$ cat src/design/dbi_pkg.sv
// Constants and types for the debounced input block
//
// Contract
// RULE1: 32 inputs form four ports of eight, each with its own filter.
// RULE2: Reading one port returns its eight channel levels as one byte.
// RULE3: Host selects the port to read with an index from zero to three.
// RULE4: Debounce setting bits 2:0 hold the factor for channels 0 to 7.
// RULE5: Debounce setting bits 6:4 hold channels 8 to 15; bits 3, 7 unused.
// RULE6: Debounce window equals programmed factor times 20 ms.
// RULE7: Factor zero bypasses the filter, passing raw levels straight through.
// RULE8: Interrupt setting bit 0 enables edge interrupts for channels 0 to 7.
// RULE9: Interrupt setting bit 1 enables edge interrupts for channels 8 to 15.
// RULE10: Interrupt setting bit 2 picks edge for channels 0-7: 0 rise, 1 fall.
// RULE11: Interrupt setting bit 3 picks edge of channels 8-15: 0 rise, 1 fall.
// RULE12: Interrupt setting bits 7:4 do nothing and are ignored on write.
// RULE13: Interrupt flags: one bit per channel 0-15, set when it interrupted.
// RULE14: A host clear operation resets every interrupt flag to zero; a flag whose edge lands in the clear cycle stays set.
// RULE15: A host disable operation turns off interrupts for all channels.
// RULE16: Card number one to four is read from the on-board jumper.
// RULE17: Edge detector flags enabled lower-16 changes in chosen direction.
// RULE18: With debounce enabled, channels are sampled once every 20 ms.
// RULE19: Level taken only after a full stable window; shorter pulses dropped.
// RULE20: Interrupt request high while any flag is set, low once cleared.
// RULE21: The 20 ms tick comes from a free-running system clock divider.
package dbi_pkg;

    // ------------------------------------------------------------
    // Geometry
    // ------------------------------------------------------------
    localparam int NUM_PORTS  = 4;
    localparam int PORT_W     = 8;
    localparam int FACTOR_W   = 3;
    localparam int IRQ_CH     = 16;

    // ------------------------------------------------------------
    // Timing
    // ------------------------------------------------------------
    localparam longint CLK_HZ      = 25000000;
    localparam longint TICK_MS     = 20;
    localparam int     TICK_CYCLES = int'((CLK_HZ * TICK_MS) / 1000);

    // ------------------------------------------------------------
    // Register byte offsets
    // ------------------------------------------------------------
    localparam logic [7:0] OFS_PORT_DATA   = 8'h00;
    localparam logic [7:0] OFS_PORT_SELECT = 8'h04;
    localparam logic [7:0] OFS_DEB_LO      = 8'h08;
    localparam logic [7:0] OFS_DEB_HI      = 8'h0c;
    localparam logic [7:0] OFS_INT_SET     = 8'h10;
    localparam logic [7:0] OFS_INT_FLAGS   = 8'h14;
    localparam logic [7:0] OFS_INT_CLEAR   = 8'h18;
    localparam logic [7:0] OFS_INT_DISABLE = 8'h1c;
    localparam logic [7:0] OFS_CARD_NUM    = 8'h20;

    // ------------------------------------------------------------
    // Field positions
    // ------------------------------------------------------------
    localparam int DEB_F0_LSB   = 0;
    localparam int DEB_F1_LSB   = 4;
    localparam int INT_EN0_BIT  = 0;
    localparam int INT_EN1_BIT  = 1;
    localparam int INT_POL0_BIT = 2;
    localparam int INT_POL1_BIT = 3;

    // ------------------------------------------------------------
    // Reset values and masks
    // ------------------------------------------------------------
    localparam logic [7:0]  DEB_RST      = 8'h00;
    localparam logic [7:0]  DEB_MASK     = 8'h77;
    localparam logic [3:0]  INT_SET_RST  = 4'h0;
    localparam logic [15:0] FLAGS_RST    = 16'h0000;
    localparam logic [1:0]  PSEL_RST     = 2'h0;

    // ------------------------------------------------------------
    // Filter state
    // ------------------------------------------------------------
    typedef struct packed {
        logic [PORT_W-1:0]               level;
        logic [PORT_W-1:0]               cand;
        logic [PORT_W-1:0][FACTOR_W-1:0] cnt;
    } dbi_flt_st_t;

endpackage : dbi_pkg

$ cat src/design/dbi_flt_if.sv
// Link between the control block and one port filter
interface dbi_flt_if
    import dbi_pkg::*;
    ();
    logic                ce;
    logic                tick;
    logic [FACTOR_W-1:0] factor;
    logic [PORT_W-1:0]   raw;
    logic [PORT_W-1:0]   level;

    modport ctl (output ce, output tick, output factor, output raw,
                 input level);
    modport flt (input ce, input tick, input factor, input raw,
                 output level);
endinterface : dbi_flt_if

$ cat src/design/dbi_tick.sv
// Free-running divider making the debounce sampling tick
module dbi_tick
    import dbi_pkg::*;
#(
    parameter int PERIOD = TICK_CYCLES
) (
    input  wire logic hclk,
    input  wire logic hresetn,
    input  wire logic ce,
    output logic      tick
);
    localparam int CW = $clog2(PERIOD + 1);

    typedef struct packed {
        logic [CW-1:0] cnt;
        logic          tick;
    } dbi_tick_st_t;

    dbi_tick_st_t st_r;
    dbi_tick_st_t st_nxt;

    // ------------------------------------------------------------
    // Divider
    // ------------------------------------------------------------
    always_comb begin
        st_nxt      = st_r;
        st_nxt.tick = 1'b0;
        if (st_r.cnt == CW'(PERIOD - 1)) begin
            st_nxt.cnt  = '0;
            st_nxt.tick = 1'b1; // [RULE21]
        end else begin
            st_nxt.cnt = st_r.cnt + CW'(1);
        end
    end

    always_ff @(posedge hclk or negedge hresetn) begin
        if (!hresetn) begin
            st_r <= '0;
        end else if (ce) begin
            st_r <= st_nxt;
        end
    end

    assign tick = st_r.tick;
endmodule : dbi_tick

$ cat src/design/dbi_filter.sv
// Debounce filter for one eight-channel port
module dbi_filter
    import dbi_pkg::*;
(
    input wire logic  hclk,
    input wire logic  hresetn,
    dbi_flt_if.flt    fi
);
    dbi_flt_st_t st_r;
    dbi_flt_st_t st_nxt;

    // ------------------------------------------------------------
    // Per-channel stability count
    // ------------------------------------------------------------
    always_comb begin
        st_nxt = st_r;
        if (fi.factor == '0) begin
            st_nxt.level = fi.raw; // [RULE7]
            st_nxt.cand  = fi.raw;
            st_nxt.cnt   = '0;
        end else if (fi.tick) begin // [RULE18]
            for (int i = 0; i < PORT_W; i++) begin
                if (fi.raw[i] != st_r.cand[i]) begin
                    st_nxt.cand[i] = fi.raw[i];
                    st_nxt.cnt[i]  = FACTOR_W'(1);
                end else if (st_r.cnt[i] < fi.factor) begin
                    st_nxt.cnt[i] = st_r.cnt[i] + FACTOR_W'(1);
                end
                if (st_nxt.cnt[i] >= fi.factor) begin
                    st_nxt.level[i] = st_nxt.cand[i]; // [RULE6] [RULE19]
                end
            end
        end
    end

    always_ff @(posedge hclk or negedge hresetn) begin
        if (!hresetn) begin
            st_r <= '0;
        end else if (fi.ce) begin
            st_r <= st_nxt;
        end
    end

    assign fi.level = st_r.level;
endmodule : dbi_filter

$ cat src/design/dbi_top.sv
// Debounced digital input block with edge interrupts on AHB-Lite
//
// Our own choices: the register offsets and the AHB-Lite register port.
module dbi_top
    import dbi_pkg::*;
#(
    parameter int TICK_PERIOD = TICK_CYCLES,
    parameter int NPORT       = NUM_PORTS
) (
    input  wire logic        hclk,
    input  wire logic        hresetn,
    input  wire logic        ce,
    input  wire logic        hsel,
    input  wire logic [31:0] haddr,
    input  wire logic [1:0]  htrans,
    input  wire logic        hwrite,
    input  wire logic [2:0]  hsize,
    input  wire logic [31:0] hwdata,
    input  wire logic        hready,
    output logic             hreadyout,
    output logic             hresp,
    output logic [31:0]      hrdata,
    input  wire logic [31:0] input_channel,
    input  wire logic [1:0]  card_number_jumper,
    output logic             irq
);
    // ------------------------------------------------------------
    // State
    // ------------------------------------------------------------
    typedef struct packed {
        logic                    dph_wr;
        logic [7:0]              dph_addr;
        logic                    dph_ok;
        logic [1:0]              port_select;
        logic [7:0]              deb_lo;
        logic [7:0]              deb_hi;
        logic [3:0]              int_set;
        logic [IRQ_CH-1:0]       flags;
        logic [IRQ_CH-1:0]       prev;
        logic                    prev_ok;
        logic [2:0]              card;
        logic                    strap_done;
        logic [31:0]             rdata;
        logic                    irq;
    } dbi_top_st_t;

    dbi_top_st_t st_r;
    dbi_top_st_t st_nxt;

    logic                          tick;
    logic [NPORT-1:0][PORT_W-1:0]  lvl;

    // ------------------------------------------------------------
    // Tick and port filters
    // ------------------------------------------------------------
    dbi_tick #(
        .PERIOD (TICK_PERIOD)
    ) u_tick (
        .hclk    (hclk),
        .hresetn (hresetn),
        .ce      (ce),
        .tick    (tick)
    );

    dbi_flt_if fi [NPORT] ();

    for (genvar g = 0; g < NPORT; g++) begin : g_port
        assign fi[g].ce   = ce;
        assign fi[g].tick = tick;
        assign fi[g].raw  = input_channel[g*PORT_W +: PORT_W]; // [RULE1]
        assign lvl[g]     = fi[g].level;
        if (g == 0) begin : g_f0
            assign fi[g].factor =
                st_r.deb_lo[DEB_F0_LSB +: FACTOR_W]; // [RULE4]
        end else if (g == 1) begin : g_f1
            assign fi[g].factor =
                st_r.deb_lo[DEB_F1_LSB +: FACTOR_W]; // [RULE5]
        end else if (g == 2) begin : g_f2
            assign fi[g].factor = st_r.deb_hi[DEB_F0_LSB +: FACTOR_W];
        end else begin : g_f3
            assign fi[g].factor = st_r.deb_hi[DEB_F1_LSB +: FACTOR_W];
        end
        dbi_filter u_flt (
            .hclk    (hclk),
            .hresetn (hresetn),
            .fi      (fi[g])
        );
    end

    // ------------------------------------------------------------
    // Helpers
    // ------------------------------------------------------------
    function automatic logic [PORT_W-1:0] edge_evt(
        input logic [PORT_W-1:0] was,
        input logic [PORT_W-1:0] now,
        input logic              fall
    );
        edge_evt = fall ? (was & ~now) : (~was & now);
    endfunction : edge_evt

    function automatic logic [31:0] rd_mux(
        input dbi_top_st_t              s,
        input logic [7:0]               a,
        input logic [NPORT-1:0][PORT_W-1:0] l
    );
        rd_mux = 32'h0000_0000;
        case (a)
            OFS_PORT_DATA:   rd_mux = {24'h00_0000, l[s.port_select]};
            OFS_PORT_SELECT: rd_mux = {30'h0000_0000, s.port_select};
            OFS_DEB_LO:      rd_mux = {24'h00_0000, s.deb_lo};
            OFS_DEB_HI:      rd_mux = {24'h00_0000, s.deb_hi};
            OFS_INT_SET:     rd_mux = {28'h000_0000, s.int_set};
            OFS_INT_FLAGS:   rd_mux = {16'h0000, s.flags};
            OFS_CARD_NUM:    rd_mux = {29'h0000_0000, s.card};
            default:         rd_mux = 32'h0000_0000;
        endcase
    endfunction : rd_mux

    // ------------------------------------------------------------
    // Next state
    // ------------------------------------------------------------
    logic              aph;
    logic              clr;
    logic [IRQ_CH-1:0] ev;

    always_comb begin
        st_nxt = st_r;
        clr    = 1'b0;
        ev     = '0;
        aph    = hsel && htrans[1] && hready;

        // Jumper caught once after reset release
        if (!st_r.strap_done) begin
            st_nxt.card       = {1'b0, card_number_jumper} + 3'h1; // [RULE16]
            st_nxt.strap_done = 1'b1;
        end

        // Data phase of a write
        if (st_r.dph_ok && st_r.dph_wr) begin
            case (st_r.dph_addr)
                OFS_PORT_SELECT: st_nxt.port_select = hwdata[1:0]; // [RULE3]
                OFS_DEB_LO:      st_nxt.deb_lo =
                    hwdata[7:0] & DEB_MASK; // [RULE5]
                OFS_DEB_HI:      st_nxt.deb_hi = hwdata[7:0] & DEB_MASK;
                OFS_INT_SET:     st_nxt.int_set = hwdata[3:0]; // [RULE12]
                OFS_INT_CLEAR:   clr = 1'b1; // [RULE14]
                OFS_INT_DISABLE: begin
                    st_nxt.int_set[INT_EN0_BIT] = 1'b0; // [RULE15]
                    st_nxt.int_set[INT_EN1_BIT] = 1'b0;
                end
                default: ;
            endcase
        end

        // Edge detection on filtered levels of the lower sixteen
        st_nxt.prev    = {lvl[1], lvl[0]};
        st_nxt.prev_ok = 1'b1;
        if (st_r.prev_ok) begin
            if (st_r.int_set[INT_EN0_BIT]) begin // [RULE8]
                ev[7:0] = edge_evt(st_r.prev[7:0], lvl[0], // [RULE17]
                                   st_r.int_set[INT_POL0_BIT]); // [RULE10]
            end
            if (st_r.int_set[INT_EN1_BIT]) begin // [RULE9]
                ev[15:8] = edge_evt(st_r.prev[15:8], lvl[1], // [RULE17]
                                    st_r.int_set[INT_POL1_BIT]); // [RULE11]
            end
        end

        // Set wins over clear
        st_nxt.flags = (clr ? FLAGS_RST : st_r.flags) | ev; // [RULE13]
        st_nxt.irq   = |st_nxt.flags; // [RULE20]

        // Address phase
        st_nxt.dph_ok   = aph;
        st_nxt.dph_wr   = hwrite;
        st_nxt.dph_addr = haddr[7:0];
        if (aph && !hwrite) begin
            st_nxt.rdata = (haddr[31:8] == 24'h00_0000) ? // [RULE2]
                           rd_mux(st_nxt, haddr[7:0], lvl) : 32'h0000_0000;
        end
    end

    always_ff @(posedge hclk or negedge hresetn) begin
        if (!hresetn) begin
            st_r             <= '0;
            st_r.port_select <= PSEL_RST;
            st_r.deb_lo      <= DEB_RST;
            st_r.deb_hi      <= DEB_RST;
            st_r.int_set     <= INT_SET_RST;
            st_r.flags       <= FLAGS_RST;
        end else if (ce) begin
            st_r <= st_nxt;
        end
    end

    // ------------------------------------------------------------
    // Outputs
    // ------------------------------------------------------------
    logic hreadyout_r;
    logic hresp_r;

    always_ff @(posedge hclk or negedge hresetn) begin
        if (!hresetn) begin
            hreadyout_r <= 1'b0;
            hresp_r     <= 1'b0;
        end else begin
            hreadyout_r <= 1'b1;
            hresp_r     <= 1'b0;
        end
    end

    assign hreadyout = hreadyout_r;
    assign hresp     = hresp_r;
    assign hrdata    = st_r.rdata;
    assign irq       = st_r.irq;
endmodule : dbi_top

$ cat config.mk
export PLATFORM = sky130hd
export DESIGN_NAME = dbi_top
export DESIGN_NICKNAME = d
export VERILOG_FILES = /design/src/design/dbi_pkg.sv /design/src/design/dbi_flt_if.sv /design/src/design/dbi_tick.sv /design/src/design/dbi_filter.sv /design/src/design/dbi_top.sv
export SDC_FILE = /design/constraint.sdc
export NUM_CORES = 1
export LEC_CHECK = 0
export ABC_AREA = 1
export BUFFER_PORTS_ARGS = -buffer_cell sky130_fd_sc_hd__buf_4
export CORE_MARGIN = 2
export CORE_UTILIZATION = 60
export CTS_BUF_LIST = sky130_fd_sc_hd__clkbuf_2
export DETAILED_ROUTE_END_ITERATION = 8
export PLACE_DENSITY = 0.79
export SLEW_MARGIN = 0
export SYNTH_ARGS = -nofsm -noshare
export SYNTH_HDL_FRONTEND = slang
export SYNTH_SLANG_ARGS = --single-unit
$ cat constraint.sdc
create_clock -name hclk -period 3.45 [get_ports hclk]
set_input_delay 0.5175 -clock hclk [delete_from_list [all_inputs] [get_ports hclk]]
set_output_delay 0.5175 -clock hclk [all_outputs]
set_load 0.02 [all_outputs]
======== Word level (Yosys, flattened, before mapping) ========
Index checks and enable logic that the tools add are counted.
storage, ports and cells
  flip-flop bits (word level) ............. 283
  input bits .............................. 109
  output and inout bits ................... 35
  word-level logic and storage cells ...... 544
operators by class
  add/sub/neg operators ................... 34
  magnitude comparators ................... 65
  equality and inequality tests ........... 45
  mux-type cells .......................... 221
  bitwise operators ....................... 9
  reductions and logical operators ........ 85
operators by type and width
  operator                                              number
  2-to-1 mux 3 bit                                      128
  2-to-1 mux 40 bit                                     8
  case mux 16 bit (7 select lines)                      1
  adder 3 x 1 -> 3 bit (second input constant)          32
  greater-or-equal comparator 3 bit                     32
  < comparator 3 bit                                    32
  AND reduction 3 bit                                   32
  nonzero test 2 bit                                    36
  2-to-1 mux 1 bit                                      67
  2-to-1 mux 8 bit                                      7
  equality test 8 x 5 -> 1 bit (second input constant)  5
  AND 8 bit                                             4
  equality test 8 x 4 -> 1 bit (second input constant)  4
  2-to-1 mux 16 bit                                     2
  2-to-1 mux 32 bit                                     1
  != test 1 bit                                         32
  NOT 8 bit                                             4
  logical NOT 24 bit                                    1
  2-to-1 mux 22 bit                                     1
  adder 19 x 1 -> 19 bit (second input constant)        1
  equality test 19 bit (second input constant)          1
  2-to-1 mux 19 bit                                     1
  binary-select mux 8 bit (select 2 bit)                1
  equality test 8 x 3 -> 1 bit (second input constant)  2
  other kinds (13)                                      24

======== Longest topological paths before layout ========
  word-level depth ........................ 9
  gate-level depth with buffers ........... 15
  mapped depth without buffers ............ 15

======== Cells and area by module ========
From an unflattened synthesis, not the netlist that was laid out.
unflattened totals
  cell total of the unflattened synthesis .. 3023
  area, all modules ....................... 21036.4 um2
modules (own cells, without submodules)
  module      instances  cells an instance  area each (um2)  seq. area each (um2)
  dbi_filter  4          523                3641.0           1001.0
  dbi_top     1          753                5191.2           2152.1
  dbi_tick    1          178                1281.2           500.5

======== Least setup slack after synthesis ========
OpenSTA, ideal clock, no wires.
  kind .................................... flip-flop to flip-flop
  from .................................... register st_r (netlist bit fi[3].factor[2])
  to ...................................... register g_port[3].u_flt.st_r (netlist bit g_port[3].u_flt.fi.level[6])
  library setup time ...................... 0.120 ns
  data arrival time ....................... 2.415 ns
  data required time ...................... 3.330 ns
  setup slack ............................. 0.914 ns
  cell stages (with the launch flop) ...... 12
  path buffers ............................ 0
  period minus slack after synthesis ...... 2.536 ns
  cell sequence ........................... dfrtp_1 inv_1 ha_1 a21oi_1 nand2_1 o211ai_1 inv_1 ha_1 nand2_1 o2111ai_1 a21oi_1 a31o_2
on the way
  cells in the longest elaborated chain, start to end .. 8
  elaborated cells between the ends (all ways) .. 11
  those cells by class .................... order compare: 2; mux: 5; reduce/logical: 4
ends and longest elaborated chain
  element                               RTL line          text
  start: declaration                    dbi_top.sv:47     dbi_top_st_t st_r;
  start signal: assignment              dbi_top.sv:192    st_r <= st_nxt;
  < comparator 3 bit                    dbi_filter.sv:26  end else if (st_r.cnt[i] < fi.factor) begin
  2-to-1 mux 3 bit                      dbi_filter.sv:26
  2-to-1 mux 3 bit                      dbi_filter.sv:23  if (fi.raw[i] != st_r.cand[i]) begin
  2-to-1 mux 3 bit                      dbi_filter.sv:21  end else if (fi.tick) begin
  2-to-1 mux 3 bit                      dbi_filter.sv:17  if (fi.factor == '0) begin
  greater-or-equal comparator 3 bit     dbi_filter.sv:29  if (st_nxt.cnt[i] >= fi.factor) begin
  nonzero test 2 bit (no source line)   n/a
  AND reduction 3 bit (no source line)  n/a
  end signal: assignment                dbi_filter.sv:40  st_r <= st_nxt;
  end: declaration                      dbi_filter.sv:9   dbi_flt_st_t st_r;
Parallel ways exist; a longest one is shown, timed or not. The select of a mux whose other input is x is not followed.
A chain may end at the register's enable or synchronous reset.

======== Worst setup path in the final report ========
  from .................................... register st_r (netlist bit fi[3].factor[2])
  to ...................................... register g_port[3].u_flt.st_r (netlist bit g_port[3].u_flt.fi.level[3])
Same word-level chain as after synthesis.

==> results by group <==
CTS
  – CTS clock-pin slew for the worst setup and hold paths: 110 ps
  – CTS tree: done
  – Num CTS Buffers: 75
  – H-tree depth: 3
  – Sink Count: approximately 270
  – Clk_lat worst skew: around 900 ps
  – CTS Root Cell: clkbuf_2
  – Setup Buffers After CTS: 0
  – Clock Path Buffers: 3

Power
  – Peak VDD IR: between 0.2 and 0.25 mV
  – Power, Total: approximately 7000 uW
  – Static Leak: 0.0113 uW
  – Pwr dens: approximately 340 nW/um2

Synthesis
  – Area share of the largest cell type after synthesis: 35.4%
  – Synth top cells by count: nand2_1 (457), inv_1 (333), dfrtp_1 (266)
  – Ranking of synthesized cells by area: dfrtp_1 (35%), ha_1 (17%), nand2_1 (9.1%)
  – Top-count cell post-synth: nand2_1
  – Top_reg_cell synth: dfrtp_1
  – Ys async rst share: 100%
  – Number of flops mapped to enable cells by yosys: 0
  – Number of distinct library cells after synthesis: 43
  – Syn Std Cell Area: approximately 19000 um2
  – Syn Area/Cell: 7.84 um2
  – #FFs+latches synth: 266
  – YS warnings: 0
  – Post-Syn Instances: between 2000 and 2500
  – Cell accounting for the most synthesized area: dfrtp_1
  – Post-synthesis sequential area ratio: a little over a third

Outcome
  – Status: finished, final reports clean

Die
  – Core ar.: 30700 um2
  – Die area: about 33000 um2
  – Die height: around 180 um
  – # IOs: 144
  – Num rows: 64
  – Die width: approximately 180 um
  – Effective utilization at floorplan: 61.1%

Routing
  – Routed length per instance: between 15 and 20 um
  – WL final: ~46 mm
  – DR vias: around 17000
  – Routed Antenna Nets: 0
  – Initial DRC Count: between 1000 and 1500
  – DR vias/cell: around 5.8
  – DRC errors left: 0
  – 1st-pass router iterations: 5

Worst setup path
  – Setup crit start kind: flop
  – Setup crit end kind: flop
  – CP arrival: roughly 3600 ps
  – Setup CP Type: flop to flop
  – Worst path required time: approximately 4200 ps
  – Crit path max fanout: 17

STA
  – Final worst-path cycle share: between 80 and 90%
  – Tmin final: 2830 ps
  – Hold Vio Cnt, Final: 0
  – Worst Tran Pin Value: 973 ps
  – Final Max Slew Viols: 0
  – Max Freq: 354 MHz
  – Setup TNS: 0 ps
  – Worst relative slew slack: a little over a third
  – Setup slack after layout: 621 ps
  – Final setup fails: 0
  – Setup repair after global routing missed its margin: false
  – Setup Skew: about 83 ps

Cells and area
  – Share of cells above drive strength 1: about 11%
  – Final instance area: 20600 um2
  – Nets@finish: slightly below 3000
  – Area Overhead vs Synth: 9.88%

Global route
  – First-pass GRT wire length: around 77 mm
  – GRT Total Usage: between 20% and 30%
  – Largest net degree at the start of global routing: 84
  – Vias in the first global route: approximately 17000
  – Initial antenna violation count: 2
  – Total gr overflow: 0

Place
  – Area after DPL: around 20000 um2
  – Final HPWL DP: between 30 and 40 mm
  – RD Place Congestion: slightly below 1
  – PortBufs: 97
  – Worst slack, placed: around 720 ps

Min path
  – Hold Crit Class: input pin to flop

Flow run
  – Max_cap viols: 0
where the power goes:
group | leakage [uW] | internal (uW) | switching, uW
Sequential | 0.00341 | 3300 | 131
Clock | 0.000470 | 870 | 1350
Combinational | 0.00738 | 457 | 833
state kept, by name (all words and copies together), names as in the netlist:
name / count
g_port.u_flt.st_r: 128
st_r: 56
g_port.u_flt.fi.level: 32
u_tick.st_r: 19
hrdata: 16
fi.factor: 12
hreadyout: 1
irq: 1
u_tick.tick: 1
cells by family (layout without fill, tap and decap cells):
group | Yosys count | after routing | share of synthesized area (%)
flip-flops | 266 | 266 | 35.4
buffers and inverters | 437 | 607 | 9.59
XOR/XNOR | 7 | 7 | 0.326
AO/OA/AOI/OAI | 578 | 578 | 17.9
other | 2 | 21 | 0.0400
multiplexers | 1 | 1 | 0.0533
AND/OR/NAND/NOR | 848 | 848 | 19.5
adder cells (fa/ha/maj) | 258 | 258 | 17.2
stage by stage:
step,instances,utilization [%],hold slack (ps)
2_1_floorplan,2413,-,222
3_3_place_gp,2844,64.6,449
3_5_place_dp,2844,64.6,455
4_1_cts,2978,67.1,3.46
5_1_grt,2981,67.1,44.7
6_report,2982,67.1,43.5
layer usage:
metal,track usage [%],up-vias,part of all wire [%]
li1,-,8489,-
met1,35.5,8071,43
met2,48.9,480,49
met3,4.62,120,5.4
met4,11.4,0,3.4
met5,0,-,0
worst max-delay path, cell delays in order, from the launching register on:
cell	delay, ps
dfrtp_1	420
inv_1	60
buf_4	280
ha_1	300
a21oi_1	220
nand2_1	150
o211ai_1	260
inv_1	80
ha_1	310
nand2_1	60
o2111ai_1	260
a21oi_1	100
a31o_2	230
layout make-up:
cell class              count  area, um2
flip-flops and latches    266       6660
clock inverters            11       71.3
diodes                      3       7.51
well taps                 396        495
multi-input cells        1710      10400
clock buffers             105        526
fillers                  2573      10100
inverters                 345       1300
repair buffers            146       1180
timing repair:
action                                 4_1_cts  5_1_grt
hold buffers                                18        1
endpoints found under the hold margin       97        1
gates resized for setup                      0        0
path summary, 6_finish.rpt:
kind | start | end | slack (ps) | cells after the start
setup reg to reg | fi[3].factor[2] | g_port[3].u_flt.fi.level[3] | 620 | 12
hold / removal | input_channel[17] | g_port[2].u_flt.st_r[25] | 40 | 5
min in group asynchronous | hresetn | g_port[2].u_flt.st_r[18] | 220 | 2
hold reg to reg | g_port[0].u_flt.fi.level[7] | st_r[45] | 470 | 2
setup / recovery | fi[3].factor[2] | g_port[3].u_flt.fi.level[3] | 620 | 12
max in group asynchronous | hresetn | u_tick.st_r[14] | 2240 | 3
layout by cell type, fill, tap and decap left out, types with 4 or more instances in the layout:
master,count
ha_1,258
nand2_1,457
a31o_2,11
a21oi_4,4
o211ai_1,81
inv_1,333
dfrtp_1,266
nor4_1,10
nor2_1,130
xor2_1,5
clkbuf_2,105
o21ai_0,194
inv_2,11
conb_1,18
o21ai_1,13
o22ai_1,96
o2111ai_1,16
dlygate4sd3_1,19
nor3_1,7
nand3_1,190
a31oi_1,8
nand4_1,27
a21oi_1,152
nor2_2,8
buf_4,124
clkinv_1,9
nand2_2,6
Note: power is estimated with default switching activity, not from simulation.
